File: config.mk
export PLATFORM = sky130hd
export DESIGN_NAME = flash_cfg_device_flat
export DESIGN_NICKNAME = d
export VERILOG_FILES = /design/src/design/flash_cfg_pkg.sv /design/src/design/flash_link_if.sv /design/src/design/flash_cfg_device.sv /design/src/design/pin_sync.sv /design/src/flat_wrapper.sv
export SDC_FILE = /design/constraint.sdc
export NUM_CORES = 1
export LEC_CHECK = 0
export BUFFER_PORTS_ARGS = -buffer_cell sky130_fd_sc_hd__buf_4
export CAP_MARGIN = 20
export CORE_ASPECT_RATIO = 0.8
export CORE_MARGIN = 10
export CORE_UTILIZATION = 60
export CTS_CLUSTER_DIAMETER = 120
export DETAILED_ROUTE_END_ITERATION = 16
export PLACE_DENSITY = 0.91
export REMOVE_ABC_BUFFERS = 1
export SYNTH_ARGS = -nofsm -noshare
export SYNTH_HDL_FRONTEND = slang
export SYNTH_SLANG_ARGS = --single-unit
File: constraint.sdc
create_clock -name clock -period 3.2 [get_ports clock]
set_input_delay 0.64 -clock clock [delete_from_list [all_inputs] [get_ports clock]]
set_output_delay 0.64 -clock clock [all_outputs]
set_load 0.005 [all_outputs]
File: src/design/flash_cfg_pkg.sv
// Shared constants and types for the flash configuration link and both ends.
package flash_cfg_pkg;
  // Command codes carried in the first byte of a frame.
  localparam logic [7:0] OP_FAST_READ = 8'h0B;
  localparam logic [7:0] OP_READ_NV = 8'hB5;
  localparam logic [7:0] OP_WRITE_NV = 8'hB1;
  localparam logic [7:0] OP_READ_VCR = 8'h85;
  localparam logic [7:0] OP_WRITE_VCR = 8'h81;
  localparam logic [7:0] OP_READ_EVCR = 8'h65;
  localparam logic [7:0] OP_WRITE_EVCR = 8'h61;
  // Values after reset and masks of the implemented (non-reserved) bits.
  localparam logic [7:0] VCR_RESET = 8'hFB;
  localparam logic [7:0] VCR_MASK = 8'hFB;
  localparam logic [7:0] EVCR_RESET = 8'hDF;
  localparam logic [7:0] EVCR_MASK = 8'hDF;
  localparam logic [15:0] NV_RESET = 16'hFFDC;
  localparam logic [15:0] NV_MASK = 16'hFFDC;
  // Field positions.
  localparam int VCR_DUMMY_LSB = 4;
  localparam int VCR_XIP_BIT = 3;
  localparam int EVCR_QUAD_BIT = 7;
  localparam int EVCR_DUAL_BIT = 6;
  localparam int EVCR_HOLD_BIT = 4;
  localparam int EVCR_VPP_BIT = 3;
  localparam int NV_DUMMY_LSB = 12;
  localparam int NV_DRIVE_LSB = 6;
  localparam int NV_HOLD_BIT = 4;
  localparam int NV_QUAD_BIT = 3;
  localparam int NV_DUAL_BIT = 2;
  localparam logic [3:0] DUMMY_CODE_LOW = 4'h0;
  localparam logic [3:0] DUMMY_CODE_HIGH = 4'hF;
  localparam logic [1:0] WRAP_SEQUENTIAL = 2'h3;
  // Host register offsets and command field positions.
  localparam logic [7:0] REG_CMD = 8'h00;
  localparam logic [7:0] REG_TXDATA = 8'h04;
  localparam logic [7:0] REG_RXDATA = 8'h08;
  localparam logic [7:0] REG_STATUS = 8'h0C;
  localparam int CMD_NOOP_BIT = 8;
  localparam int CMD_TX_LSB = 9;
  localparam int CMD_RX_LSB = 11;
  localparam int CMD_DUMMY_LSB = 14;
  localparam int CMD_WIDTH = 18;
  // Active serial protocol.
  typedef enum logic [1:0] {
    PROTO_EXTENDED = 2'h0,
    PROTO_DUAL = 2'h1,
    PROTO_QUAD = 2'h2
  } protocol_t;
endpackage

File: src/design/flash_link_if.sv
// Serial link between the host controller and the flash end.
`timescale 1ns/100ps
interface flash_link_if;
  logic sclk;
  logic cs_n;
  logic mosi;
  logic miso;
  modport dev (input sclk, input cs_n, input mosi, output miso);
  modport host (output sclk, output cs_n, output mosi, input miso);
endinterface

File: src/design/flash_cfg_device.sv
// Flash end: volatile, enhanced volatile and nonvolatile configuration.
`timescale 1ns/100ps
module flash_cfg_device #(
  parameter logic [3:0] DEFAULT_DUMMY = 4'hA,
  parameter bit FORCED_XIP = 1'b0
) (
  input wire logic clock,
  input wire logic reset_n,
  flash_link_if.dev link,
  input wire logic power_cycle,
  output logic [23:0] mem_addr,
  input wire logic [7:0] mem_data,
  output flash_cfg_pkg::protocol_t protocol,
  output logic [3:0] dummy_cycles,
  output logic execute_in_place,
  output logic [1:0] wrap_code,
  output logic hold_reset_en,
  output logic vpp_accel_en,
  output logic [2:0] drive_strength
);
  import flash_cfg_pkg::*;

  typedef enum logic [2:0] {
    ST_IDLE = 3'h0,
    ST_OPCODE = 3'h1,
    ST_ADDR = 3'h3,
    ST_DUMMY = 3'h2,
    ST_DATA_OUT = 3'h6,
    ST_DATA_IN = 3'h7,
    ST_IGNORE = 3'h5
  } state_t;

  typedef enum logic [1:0] {
    K_VCR = 2'h0,
    K_EVCR = 2'h1,
    K_NV = 2'h2,
    K_MEM = 2'h3
  } kind_t;

  logic s_sclk;
  logic s_cs_n;
  logic s_mosi;
  logic sclk_q;
  logic rise;
  logic fall;
  state_t state, next_state;
  kind_t kind, next_kind;
  logic [4:0] bit_cnt, next_bit_cnt;
  logic [23:0] in_sr, next_in_sr;
  logic [7:0] out_sr, next_out_sr;
  logic reload, next_reload;
  logic byte_sel, next_byte_sel;
  logic [23:0] next_mem_addr;
  logic [7:0] vcr, next_vcr;
  logic [7:0] evcr, next_evcr;
  logic [15:0] nvcr, next_nvcr;
  logic xip_latched, next_xip_latched;
  logic [7:0] in_byte;
  logic [7:0] out_byte;

  // Pins from the host cross into this clock through two flops.
  pin_sync #(
    .WIDTH(3),
    .INIT(3'h2)
  ) u_sync (
    .clock(clock),
    .reset_n(reset_n),
    .d({link.sclk, link.cs_n, link.mosi}),
    .q({s_sclk, s_cs_n, s_mosi})
  );

  assign rise = s_sclk & ~sclk_q;
  assign fall = ~s_sclk & sclk_q;
  assign in_byte = {in_sr[6:0], s_mosi};
  assign link.miso = out_sr[7];

  // Aligned-block wrap, or plain increment for the sequential code.
  function automatic logic [23:0] next_address(input logic [23:0] a,
                                              input logic [1:0] w);
    logic [23:0] m;
    m = 24'h00000F;
    unique case (w)
      2'h0: m = 24'h00000F;
      2'h1: m = 24'h00001F;
      2'h2: m = 24'h00003F;
      2'h3: m = 24'h000000;
    endcase
    if (w == WRAP_SEQUENTIAL) begin
      next_address = a + 24'h000001;
    end else begin
      next_address = (a & ~m) | ((a + 24'h000001) & m);
    end
  endfunction

  // Decoded settings; every one follows the stored bits immediately.
  always_comb begin
    if (vcr[7:4] == DUMMY_CODE_LOW || vcr[7:4] == DUMMY_CODE_HIGH) begin
      dummy_cycles = DEFAULT_DUMMY;
    end else begin
      dummy_cycles = vcr[VCR_DUMMY_LSB +: 4];
    end
    execute_in_place = FORCED_XIP | ~vcr[VCR_XIP_BIT];
    wrap_code = vcr[1:0];
    if (!evcr[EVCR_QUAD_BIT]) begin
      protocol = PROTO_QUAD;
    end else if (!evcr[EVCR_DUAL_BIT]) begin
      protocol = PROTO_DUAL;
    end else begin
      protocol = PROTO_EXTENDED;
    end
    hold_reset_en = evcr[EVCR_HOLD_BIT];
    vpp_accel_en = ~evcr[EVCR_VPP_BIT];
    drive_strength = evcr[2:0];
  end

  // Byte that the next falling edge puts on the output.
  always_comb begin
    unique case (kind)
      K_VCR: out_byte = vcr;
      K_EVCR: out_byte = evcr;
      K_NV: out_byte = byte_sel ? nvcr[7:0] : nvcr[15:8];
      K_MEM: out_byte = mem_data;
    endcase
  end

  // Frame sequencer: bits in on rising edges, bits out on falling edges.
  always_comb begin
    next_state = state;
    next_kind = kind;
    next_bit_cnt = bit_cnt;
    next_in_sr = in_sr;
    next_out_sr = out_sr;
    next_reload = reload;
    next_byte_sel = byte_sel;
    next_mem_addr = mem_addr;
    next_vcr = vcr;
    next_evcr = evcr;
    next_nvcr = nvcr;
    next_xip_latched = xip_latched;
    if (s_cs_n) begin
      next_state = ST_IDLE;
      next_bit_cnt = 5'h00;
      next_reload = 1'b0;
      next_out_sr = 8'h00; // A refused frame then keeps its output low.
      // An address phase cut short is one way out of execute in place; a power cycle is the other.
      if (state == ST_ADDR && xip_latched) begin
        next_xip_latched = 1'b0;
      end else if (state == ST_DATA_OUT && kind == K_MEM) begin
        next_xip_latched = execute_in_place;
      end
      // A power cycle reloads the volatile copies from nonvolatile bits.
      if (power_cycle) begin
        next_vcr = {nvcr[NV_DUMMY_LSB +: 4], 1'b1, 1'b0, WRAP_SEQUENTIAL};
        next_evcr = {nvcr[NV_QUAD_BIT], nvcr[NV_DUAL_BIT], 1'b0,
                     nvcr[NV_HOLD_BIT], 1'b1, nvcr[NV_DRIVE_LSB +: 3]};
        next_xip_latched = 1'b0;
      end
    end else if (state == ST_IDLE) begin
      next_state = xip_latched ? ST_ADDR : ST_OPCODE;
      next_kind = K_MEM;
    end else if (rise) begin
      next_in_sr = {in_sr[22:0], s_mosi};
      next_bit_cnt = bit_cnt + 5'h01;
      unique case (state)
        ST_OPCODE: begin
          if (bit_cnt == 5'h07) begin
            next_bit_cnt = 5'h00;
            next_reload = 1'b1;
            next_byte_sel = 1'b0;
            next_state = ST_DATA_OUT;
            // Each register answers only to its own pair of codes.
            unique case (in_byte)
              OP_READ_VCR: next_kind = K_VCR;
              OP_READ_EVCR: next_kind = K_EVCR;
              OP_READ_NV: next_kind = K_NV;
              OP_WRITE_VCR: begin
                next_kind = K_VCR;
                next_state = ST_DATA_IN;
                next_reload = 1'b0;
              end
              OP_WRITE_EVCR: begin
                next_kind = K_EVCR;
                next_state = ST_DATA_IN;
                next_reload = 1'b0;
              end
              OP_WRITE_NV: begin
                next_kind = K_NV;
                next_state = ST_DATA_IN;
                next_reload = 1'b0;
              end
              OP_FAST_READ: begin
                next_kind = K_MEM;
                next_state = ST_ADDR;
                next_reload = 1'b0;
              end
              default: begin
                next_state = ST_IGNORE;
                next_reload = 1'b0;
              end
            endcase
          end
        end
        ST_ADDR: begin
          if (bit_cnt == 5'd23) begin
            next_mem_addr = {in_sr[22:0], s_mosi};
            next_bit_cnt = 5'h00;
            next_state = ST_DUMMY;
          end
        end
        ST_DUMMY: begin
          if (bit_cnt == {1'b0, dummy_cycles - 4'h1}) begin
            next_bit_cnt = 5'h00;
            next_reload = 1'b1;
            next_state = ST_DATA_OUT;
          end
        end
        ST_DATA_OUT: begin
          if (bit_cnt == 5'h07) begin
            next_bit_cnt = 5'h00;
            next_reload = 1'b1;
            if (kind == K_MEM) begin
              next_mem_addr = next_address(mem_addr, vcr[1:0]);
            end
          end
        end
        ST_DATA_IN: begin
          // Volatile writes act on the very next cycle; nonvolatile ones wait for a power cycle; reserved bits drop.
          if (bit_cnt == 5'h07 && kind != K_NV) begin
            next_state = ST_IGNORE;
            if (kind == K_VCR) begin
              next_vcr = in_byte & VCR_MASK;
            end else begin
              next_evcr = in_byte & EVCR_MASK;
            end
          end else if (bit_cnt == 5'h0F) begin
            next_state = ST_IGNORE;
            next_nvcr = {in_sr[14:0], s_mosi} & NV_MASK;
          end
        end
        default: next_bit_cnt = bit_cnt;
      endcase
    end else if (fall && state == ST_DATA_OUT) begin
      if (reload) begin
        next_out_sr = out_byte;
        next_reload = 1'b0;
        next_byte_sel = ~byte_sel;
      end else begin
        next_out_sr = {out_sr[6:0], 1'b0};
      end
    end
  end

  // Registers of the sequencer and the configuration.
  always_ff @(posedge clock or negedge reset_n) begin
    if (!reset_n) begin
      sclk_q <= 1'b0;
      state <= ST_IDLE;
      kind <= K_MEM;
      bit_cnt <= 5'h00;
      in_sr <= 24'h000000;
      out_sr <= 8'h00;
      reload <= 1'b0;
      byte_sel <= 1'b0;
      mem_addr <= 24'h000000;
      vcr <= VCR_RESET;
      evcr <= EVCR_RESET;
      nvcr <= NV_RESET;
      xip_latched <= 1'b0;
    end else begin
      sclk_q <= s_sclk;
      state <= next_state;
      kind <= next_kind;
      bit_cnt <= next_bit_cnt;
      in_sr <= next_in_sr;
      out_sr <= next_out_sr;
      reload <= next_reload;
      byte_sel <= next_byte_sel;
      mem_addr <= next_mem_addr;
      vcr <= next_vcr;
      evcr <= next_evcr;
      nvcr <= next_nvcr;
      xip_latched <= next_xip_latched;
    end
  end
endmodule

File: src/design/pin_sync.sv
// Two-stage synchroniser for pins arriving from the other party.
`timescale 1ns/100ps
module pin_sync #(
  parameter int WIDTH = 1,
  parameter logic [WIDTH-1:0] INIT = '0
) (
  input wire logic clock,
  input wire logic reset_n,
  input wire logic [WIDTH-1:0] d,
  output logic [WIDTH-1:0] q
);
  logic [WIDTH-1:0] meta;

  // The first stage feeds only the second stage.
  always_ff @(posedge clock or negedge reset_n) begin
    if (!reset_n) begin
      meta <= INIT;
      q <= INIT;
    end else begin
      meta <= d;
      q <= meta;
    end
  end
endmodule

File: src/flat_wrapper.sv
// flat-port wrapper written by rule: the top's interface ports become plain ports
module flash_cfg_device_flat import flash_cfg_pkg::*;
#(
  parameter logic [3:0] DEFAULT_DUMMY = 4'hA,
  parameter bit FORCED_XIP = 1'b0
)
  (clock, reset_n, power_cycle, mem_addr, mem_data, protocol, dummy_cycles, execute_in_place, wrap_code, hold_reset_en, vpp_accel_en, drive_strength, link_sclk, link_cs_n, link_mosi, link_miso);
  flash_link_if link_i ();
  input wire logic clock;
  input wire logic reset_n;
  input wire logic power_cycle;
  output logic [23:0] mem_addr;
  input wire logic [7:0] mem_data;
  output flash_cfg_pkg::protocol_t protocol;
  output logic [3:0] dummy_cycles;
  output logic execute_in_place;
  output logic [1:0] wrap_code;
  output logic hold_reset_en;
  output logic vpp_accel_en;
  output logic [2:0] drive_strength;
  input wire logic [$bits(link_i.sclk)-1:0] link_sclk;
  input wire logic [$bits(link_i.cs_n)-1:0] link_cs_n;
  input wire logic [$bits(link_i.mosi)-1:0] link_mosi;
  output wire logic [$bits(link_i.miso)-1:0] link_miso;
  assign link_i.sclk = link_sclk;
  assign link_i.cs_n = link_cs_n;
  assign link_i.mosi = link_mosi;
  assign link_miso = link_i.miso;
  flash_cfg_device #(.DEFAULT_DUMMY(DEFAULT_DUMMY), .FORCED_XIP(FORCED_XIP)) u_core (.clock(clock), .reset_n(reset_n), .link(link_i), .power_cycle(power_cycle), .mem_addr(mem_addr), .mem_data(mem_data), .protocol(protocol), .dummy_cycles(dummy_cycles), .execute_in_place(execute_in_place), .wrap_code(wrap_code), .hold_reset_en(hold_reset_en), .vpp_accel_en(vpp_accel_en), .drive_strength(drive_strength));
endmodule
* Yosys cells after proc, flatten, opt, wreduce, memory -nomap -nowiden
Cells that the tools add are included.
** Cells by class
- $add $sub $neg :: 3
- Mux-type cells :: 76
- Equal/unequal tests :: 41
- Bitwise logic cells :: 14
- Reductions and logical operators :: 44
** Operator list (count)
- 2-to-1 mux 24 bit :: 10
- 2-to-1 mux 8 bit :: 20
- one-hot mux 24 bit (4 select lines) :: 1
- AND 24 bit :: 2
- one-hot mux 24 bit (2 select lines) :: 1
- AND reduction 6 bit :: 6
- equality test 8 bit, second input constant :: 4
- one-hot mux 8 bit (4 select lines) :: 1
- 2-to-1 mux 5 bit :: 6
- adder 24 x 1 -> 24 bit, second input constant :: 1
- 2-to-1 mux 3 bit :: 8
- NOT 24 bit :: 1
- bitwise OR 24 bit :: 1
- nonzero test 2 bit :: 11
- != test 2 bit, second input constant :: 10
- one-hot mux 5 bit (4 select lines) :: 1
- 2-to-1 mux 1 bit :: 17
- equality test 8 x 7 -> 1 bit, second input constant :: 2
- != test 4 bit, second input constant :: 4
- 2-to-1 mux 2 bit :: 6
- one-hot mux 3 bit (4 select lines) :: 1
- nonzero test 5 bit :: 2
- one-hot mux 3 bit (3 select lines) :: 1
- AND reduction 3 bit :: 3
- other kinds (33) :: 58
** Word-level totals
- Logic and storage cells :: 193
- Bits in registers :: 104
- Bits of input ports :: 14
- Output and inout port bits :: 39

* Depth between registers and ports, before layout
- Depth in word-level cells :: 15
- Depth in mapped cells :: 9

* Modules after synthesis
Synthesis repeated with hierarchy kept, for this count alone.
** Second synthesis, totals
- Cells, all modules :: 580
- Area total of the unflattened synthesis :: 5719.2 µm²
** Modules (own cells, without submodules)
- flash_cfg_device :: instances 1, cells an instance 574, area each 5566.6 µm²
- pin_sync :: instances 1, cells an instance 6, area each 152.6 µm²

* Worst setup path after synthesis
No wires, ideal clock.
- Path type :: register to register
- Start point :: register u_core.vcr[1]
- End point :: register u_core.mem_addr[21]
- Setup time :: 0.067 ns
- Required time :: 3.133 ns
- Cell stages (with the launch flop) :: 8
- Clock period less this slack :: 2.153 ns
- Data arrival time :: 2.086 ns
- Buffers on the path :: 0
- Setup slack :: 1.047 ns
- Cells stage by stage :: dfstp_2 ha_1 inv_1 o41ai_2 nand3_2 or4_1 a21oi_1 a221o_1
** On the way
- Longest elaborated chain between the ends :: 5
** RTL lines
- from (decl) :: RTL line flash_cfg_device.sv:54 : logic [7:0] vcr, next_vcr;
- from (signal assigned) :: RTL line flash_cfg_device.sv:279 : vcr <= next_vcr;
- equality test 2 bit :: RTL line flash_cfg_device.sv:88 : if (w == WRAP_SEQUENTIAL) begin
- 2-to-1 mux 24 bit :: RTL line flash_cfg_device.sv:88
- 2-to-1 mux 24 bit :: RTL line flash_cfg_device.sv:221 : if (kind == K_MEM) begin
- 2-to-1 mux 24 bit :: RTL line flash_cfg_device.sv:218 : if (bit_cnt == 5'h07) begin
- one-hot mux 24 bit (2 select lines) :: RTL line flash_cfg_device.sv:164 : unique case (state)
- to (signal assigned) :: RTL line flash_cfg_device.sv:278 : mem_addr <= next_mem_addr;
- to (decl) :: RTL line flash_cfg_device.sv:11 : output logic [23:0] mem_addr,
No other way between the ends. The select of a mux whose other input is x is not followed.
A chain may end at the register's enable or synchronous reset.

* Worst setup path in the final report
- Start point :: register u_core.state[1]
- End point :: register u_core.mem_addr[20]
** On the way
- Longest elaborated chain between the ends :: 3
- Elaborated cells between the ends (all ways) :: 10
- Those cells by class :: eq/ne: 5; mux: 1; bitwise: 1; reduce/logical: 3
** RTL lines
- from (decl) :: RTL line flash_cfg_device.sv:46 : state_t state, next_state;
- from (signal assigned) :: RTL line flash_cfg_device.sv:271 : state <= next_state;
- equality test 3 bit, or another cell as far along :: RTL line flash_cfg_device.sv:164
- != test 2 bit (no source line), or another cell as far along
- AND reduction 7 bit (no source line)
Several ways; a longest one is shown, not always the timed one.

==> summary.md <==
| Metric | Value |
|---|---|
| Status | finished clean |
| Pin count of the biggest net entering global routing | 44 |
| Synth area leaders | dfrtp_1 32%, dfstp_2 15%, mux2_2 8.0%, o21ai_0 5.1%, a21oi_1 3.8% |
| Req. time, crit path | between 3 and 4 ns |
| Pwr dens | 548 nW/um^2 |
| H-tree lvl count | 3 |
| Count of final hold-check violations | 0 |
| Register area share after synthesis | 46.2% |
| Crit-path slowest cell | dfrtp_1 |
| Initial DRC count | 448 |
| Global-route wire length before repair | 23.4 mm |
| Yosys warns | 0 |
| Grt total ovfl | 0 |
| Full die area | 13600 sq um |
| Highest net fanout along the worst path | 22 |
| Tmin final | around 2.7 ns |
| Die Ht | 106 um |
| Clock tree buffer depth | 2 |
| Initial antenna violation count | 0 |
| Mux contribution to synthesized area | 13.6% |
| Drt via density | 6.62 |
| Synth cell types | 66 |
| Boundary Pins | 53 |
| Critical Path Start Type | flop |
| Synth Area in Compound Gates | ~17% |
| Area share of xor/xnor cells in the synthesized design | under 10% |
| Total setup buffers inserted after CTS | 0 |
| Placed cell count | 699 |
| Ant. Diodes | 0 |
| Post-Layout Inst Area | approximately 6300 sq um |
| FMAX | ~370 MHz |
| CP cell instances | nand3b_4 -> o41ai_2 -> nand3_2 -> nor2_1 -> a22oi_1 -> o21ai_0 |
| Least-Margin Pin Slew | 0.798 ns |
| Post-CTS sizing | 0 |
| Vias in the first global route | 4737 |
| Post-synth top area cell | dfrtp_1 |
| Final Skew | 0.00843 ns |
| Fin util | 69.5% |
| Average size of a mapped cell | 9.95 sq um |
| Top FF cell, synth | dfrtp_1 |
| Clk sinks | slightly above 100 |
| # port buffers | 52 |
| Asr flop ratio synth | 100% |
| Chip width | 128 um |
| Power consumption | 3.46 mW |
| Layout Area Growth over Synthesis | 12.4% |
| Pint | 2.30 mW |
| Total number of vias | roughly 4700 |
| Logic pwr share | between 20 and 25% |
| Drc violations | 0 |
| Share of the synthesized area in the top cell type | 31.7% |
| Net Sw Frac | 33.5% |
| ANT nets after route | 0 |
| Rel. slew slack | 46.1% |
| GP Congestion | between 0.8 and 0.9 |
| Nets | 615 |
| Hold-fix buffers, CTS | 0 |
| Tcrit/Tclk final | 84.5% |
| Slowest cell delay on critical path | between 0.6 and 0.7 ns |
| Clk slew on worst S/H paths | 0.07 ns |
| Setup TNS | 0 ns |
| Synth Instances | approximately 560 |
| Crit path kind | flop to flop |
| Final setup fails | 0 |
| TritonCTS clock tree | yes |
| Worst vdd ir | 0.359 mV |
| Final cell count without fillers | 715 |
| Clock network fraction of design power | a little under a third |
| Routed WL per cell | 19.9 um |
| CP Capture Type | flop |
| Worst path arrival time | 2.98 ns |
| Lkg Pwr | 2.72 nW |
| Largest family of logic cells by synthesized area | compound AO/OA/AOI/OAI gates |
| Commonest non-fill, non-tap cell in the layout | dfrtp_1 |
| Max Slew Vio Count | 0 |
| Crit path max-delay family | simple AND/OR/NAND/NOR gates |
| Most frequent cells in the layout | 71 x dfrtp_1, 59 x buf_4, 57 x o21ai_0 |
| # rows | 31 |
| Mapped cell area | approximately 5600 sq um |
| Unrepaired setup endpoints after global routing | no |
| Worst skew pair latency | 0.36 ns |
| Hold Path Class | input pin to asynchronous set/reset pin |
| Sequential fraction of design power | 47.5% |
| DPL Wire Length | 10.1 mm |
| Total core area | between 9000 and 10000 sq um |
| EDFF count, synth | 0 |
| WL final | 14.3 mm |
| #FFs+latches synth | between 100 and 150 |
| Crit path buffers/inverters | 0 |
| NetSw | 1.16 mW |
| CTS Buf Count | 9 |
| Max-cap viol count | 0 |
| Fillers | 654 |
| Area post-placement | 6030 sq um |
| Starting density of the core | 61.8% |
| Root Buffer Master | clkbuf_16 |
| Post-Synth Adder-Cell Area | 1.34% |
| Global Route Usage Sum | a little over a fifth |
| Simple-Gate Fraction of Synth Area | 16.1% |
| DRT Pass-1 Iters | 5 |
| Layout cells sized above 1 | 27.5% |
==> synth_stat cells, drive strengths merged (4+ instances only) <==
cell / count
mux2i: 20
nand2: 46
a22oi: 9
nand3: 19
o22ai: 6
nand4: 7
a21oi: 43
buf: 18
mux4: 5
nor3: 26
dfrtp: 71
a31oi: 5
ha: 6
nor2b: 6
dfstp: 31
clkbuf: 22
mux2: 40
nand2b: 4
and3: 5
nor3b: 4
xnor2: 5
nor2: 35
inv: 16
o21ai: 57
==> metrics by stage <==
stage	hold slack, ns	worst slack, ns
2_1_floorplan	0.331	0.258
3_3_place_gp	0.333	0.719
3_5_place_dp	0.349	0.613
4_1_cts	0.277	0.583
5_1_grt	0.294	0.303
6_report	0.269	0.495
==> cells by family after synthesis <==
kind of cell,count (synthesis)
flops,102
mux,65
compound gates,156
simple gates,172
xor+xnor,7
fa+ha+maj,6
buf+inv,56
==> metal layers <==
metal | wire (um) | part of all wire, % | vias to the layer above | track usage (%)
met5 | 0 | 0 | - | 0
met2 | 6790 | 48 | 225 | 33.3
met1 | 6040 | 42 | 2321 | 26.0
met3 | 874 | 6.1 | 50 | 4.97
li1 | - | - | 2136 | -
met4 | 542 | 3.8 | 0 | 11.2
==> state kept, by name, summed over array words and instances (netlist names), 2 cells and up, named ones only <==
| register | count |
|---|---|
| u_core.bit_cnt | 5 |
| u_core.evcr | 7 |
| u_core.in_sr | 23 |
| u_core.kind | 2 |
| u_core.mem_addr | 22 |
| u_core.nvcr | 13 |
| u_core.out_sr | 8 |
| u_core.state | 3 |
| u_core.u_sync.meta | 3 |
| u_core.u_sync.q | 3 |
| u_core.vcr | 7 |
==> area by class of cell <==
class	count	area, sq um	share of cell area (%)
clock buffer	9	225	3.57
sequential	102	2590	41.1
multi-input combinational	406	2770	43.9
clock inverter	7	53.8	0.853
tap	115	144	2.28
timing repair buffer	60	463	7.34
inverter	16	60.1	0.952
==> worst paths after layout <==
kind	from	end	slack [ns]	cells after the start
setup reg to reg	u_core.state[1]$_DFFE_PN0P_	u_core.mem_addr[20]$_DFFE_PN0P_	0.49	6
max in group asynchronous	reset_n	u_core.bit_cnt[2]$_DFFE_PN0P_	2.25	2
min in group clock	u_core.u_sync.meta[1]$_DFF_PN1_	u_core.u_sync.q[1]$_DFF_PN1_	0.36	0
setup / recovery	u_core.state[1]$_DFFE_PN0P_	u_core.mem_addr[20]$_DFFE_PN0P_	0.49	6
hold reg to reg	u_core.u_sync.meta[1]$_DFF_PN1_	u_core.u_sync.q[1]$_DFF_PN1_	0.36	0
hold / removal	reset_n	u_core.mem_addr[12]$_DFFE_PN0P_	0.27	1
==> power groups by stage <==
stage                     Clock, mW  Combinational, mW  Sequential, mW
final                          1.05              0.763            1.64
after global routing           1.12              0.846            1.66
after CTS                      1.06              0.755            1.63
after detailed placement          0              0.749            1.65
after global placement            0              0.731            1.64
after floorplan                   0              0.509            1.59
(Power assumes the default switching activity.)
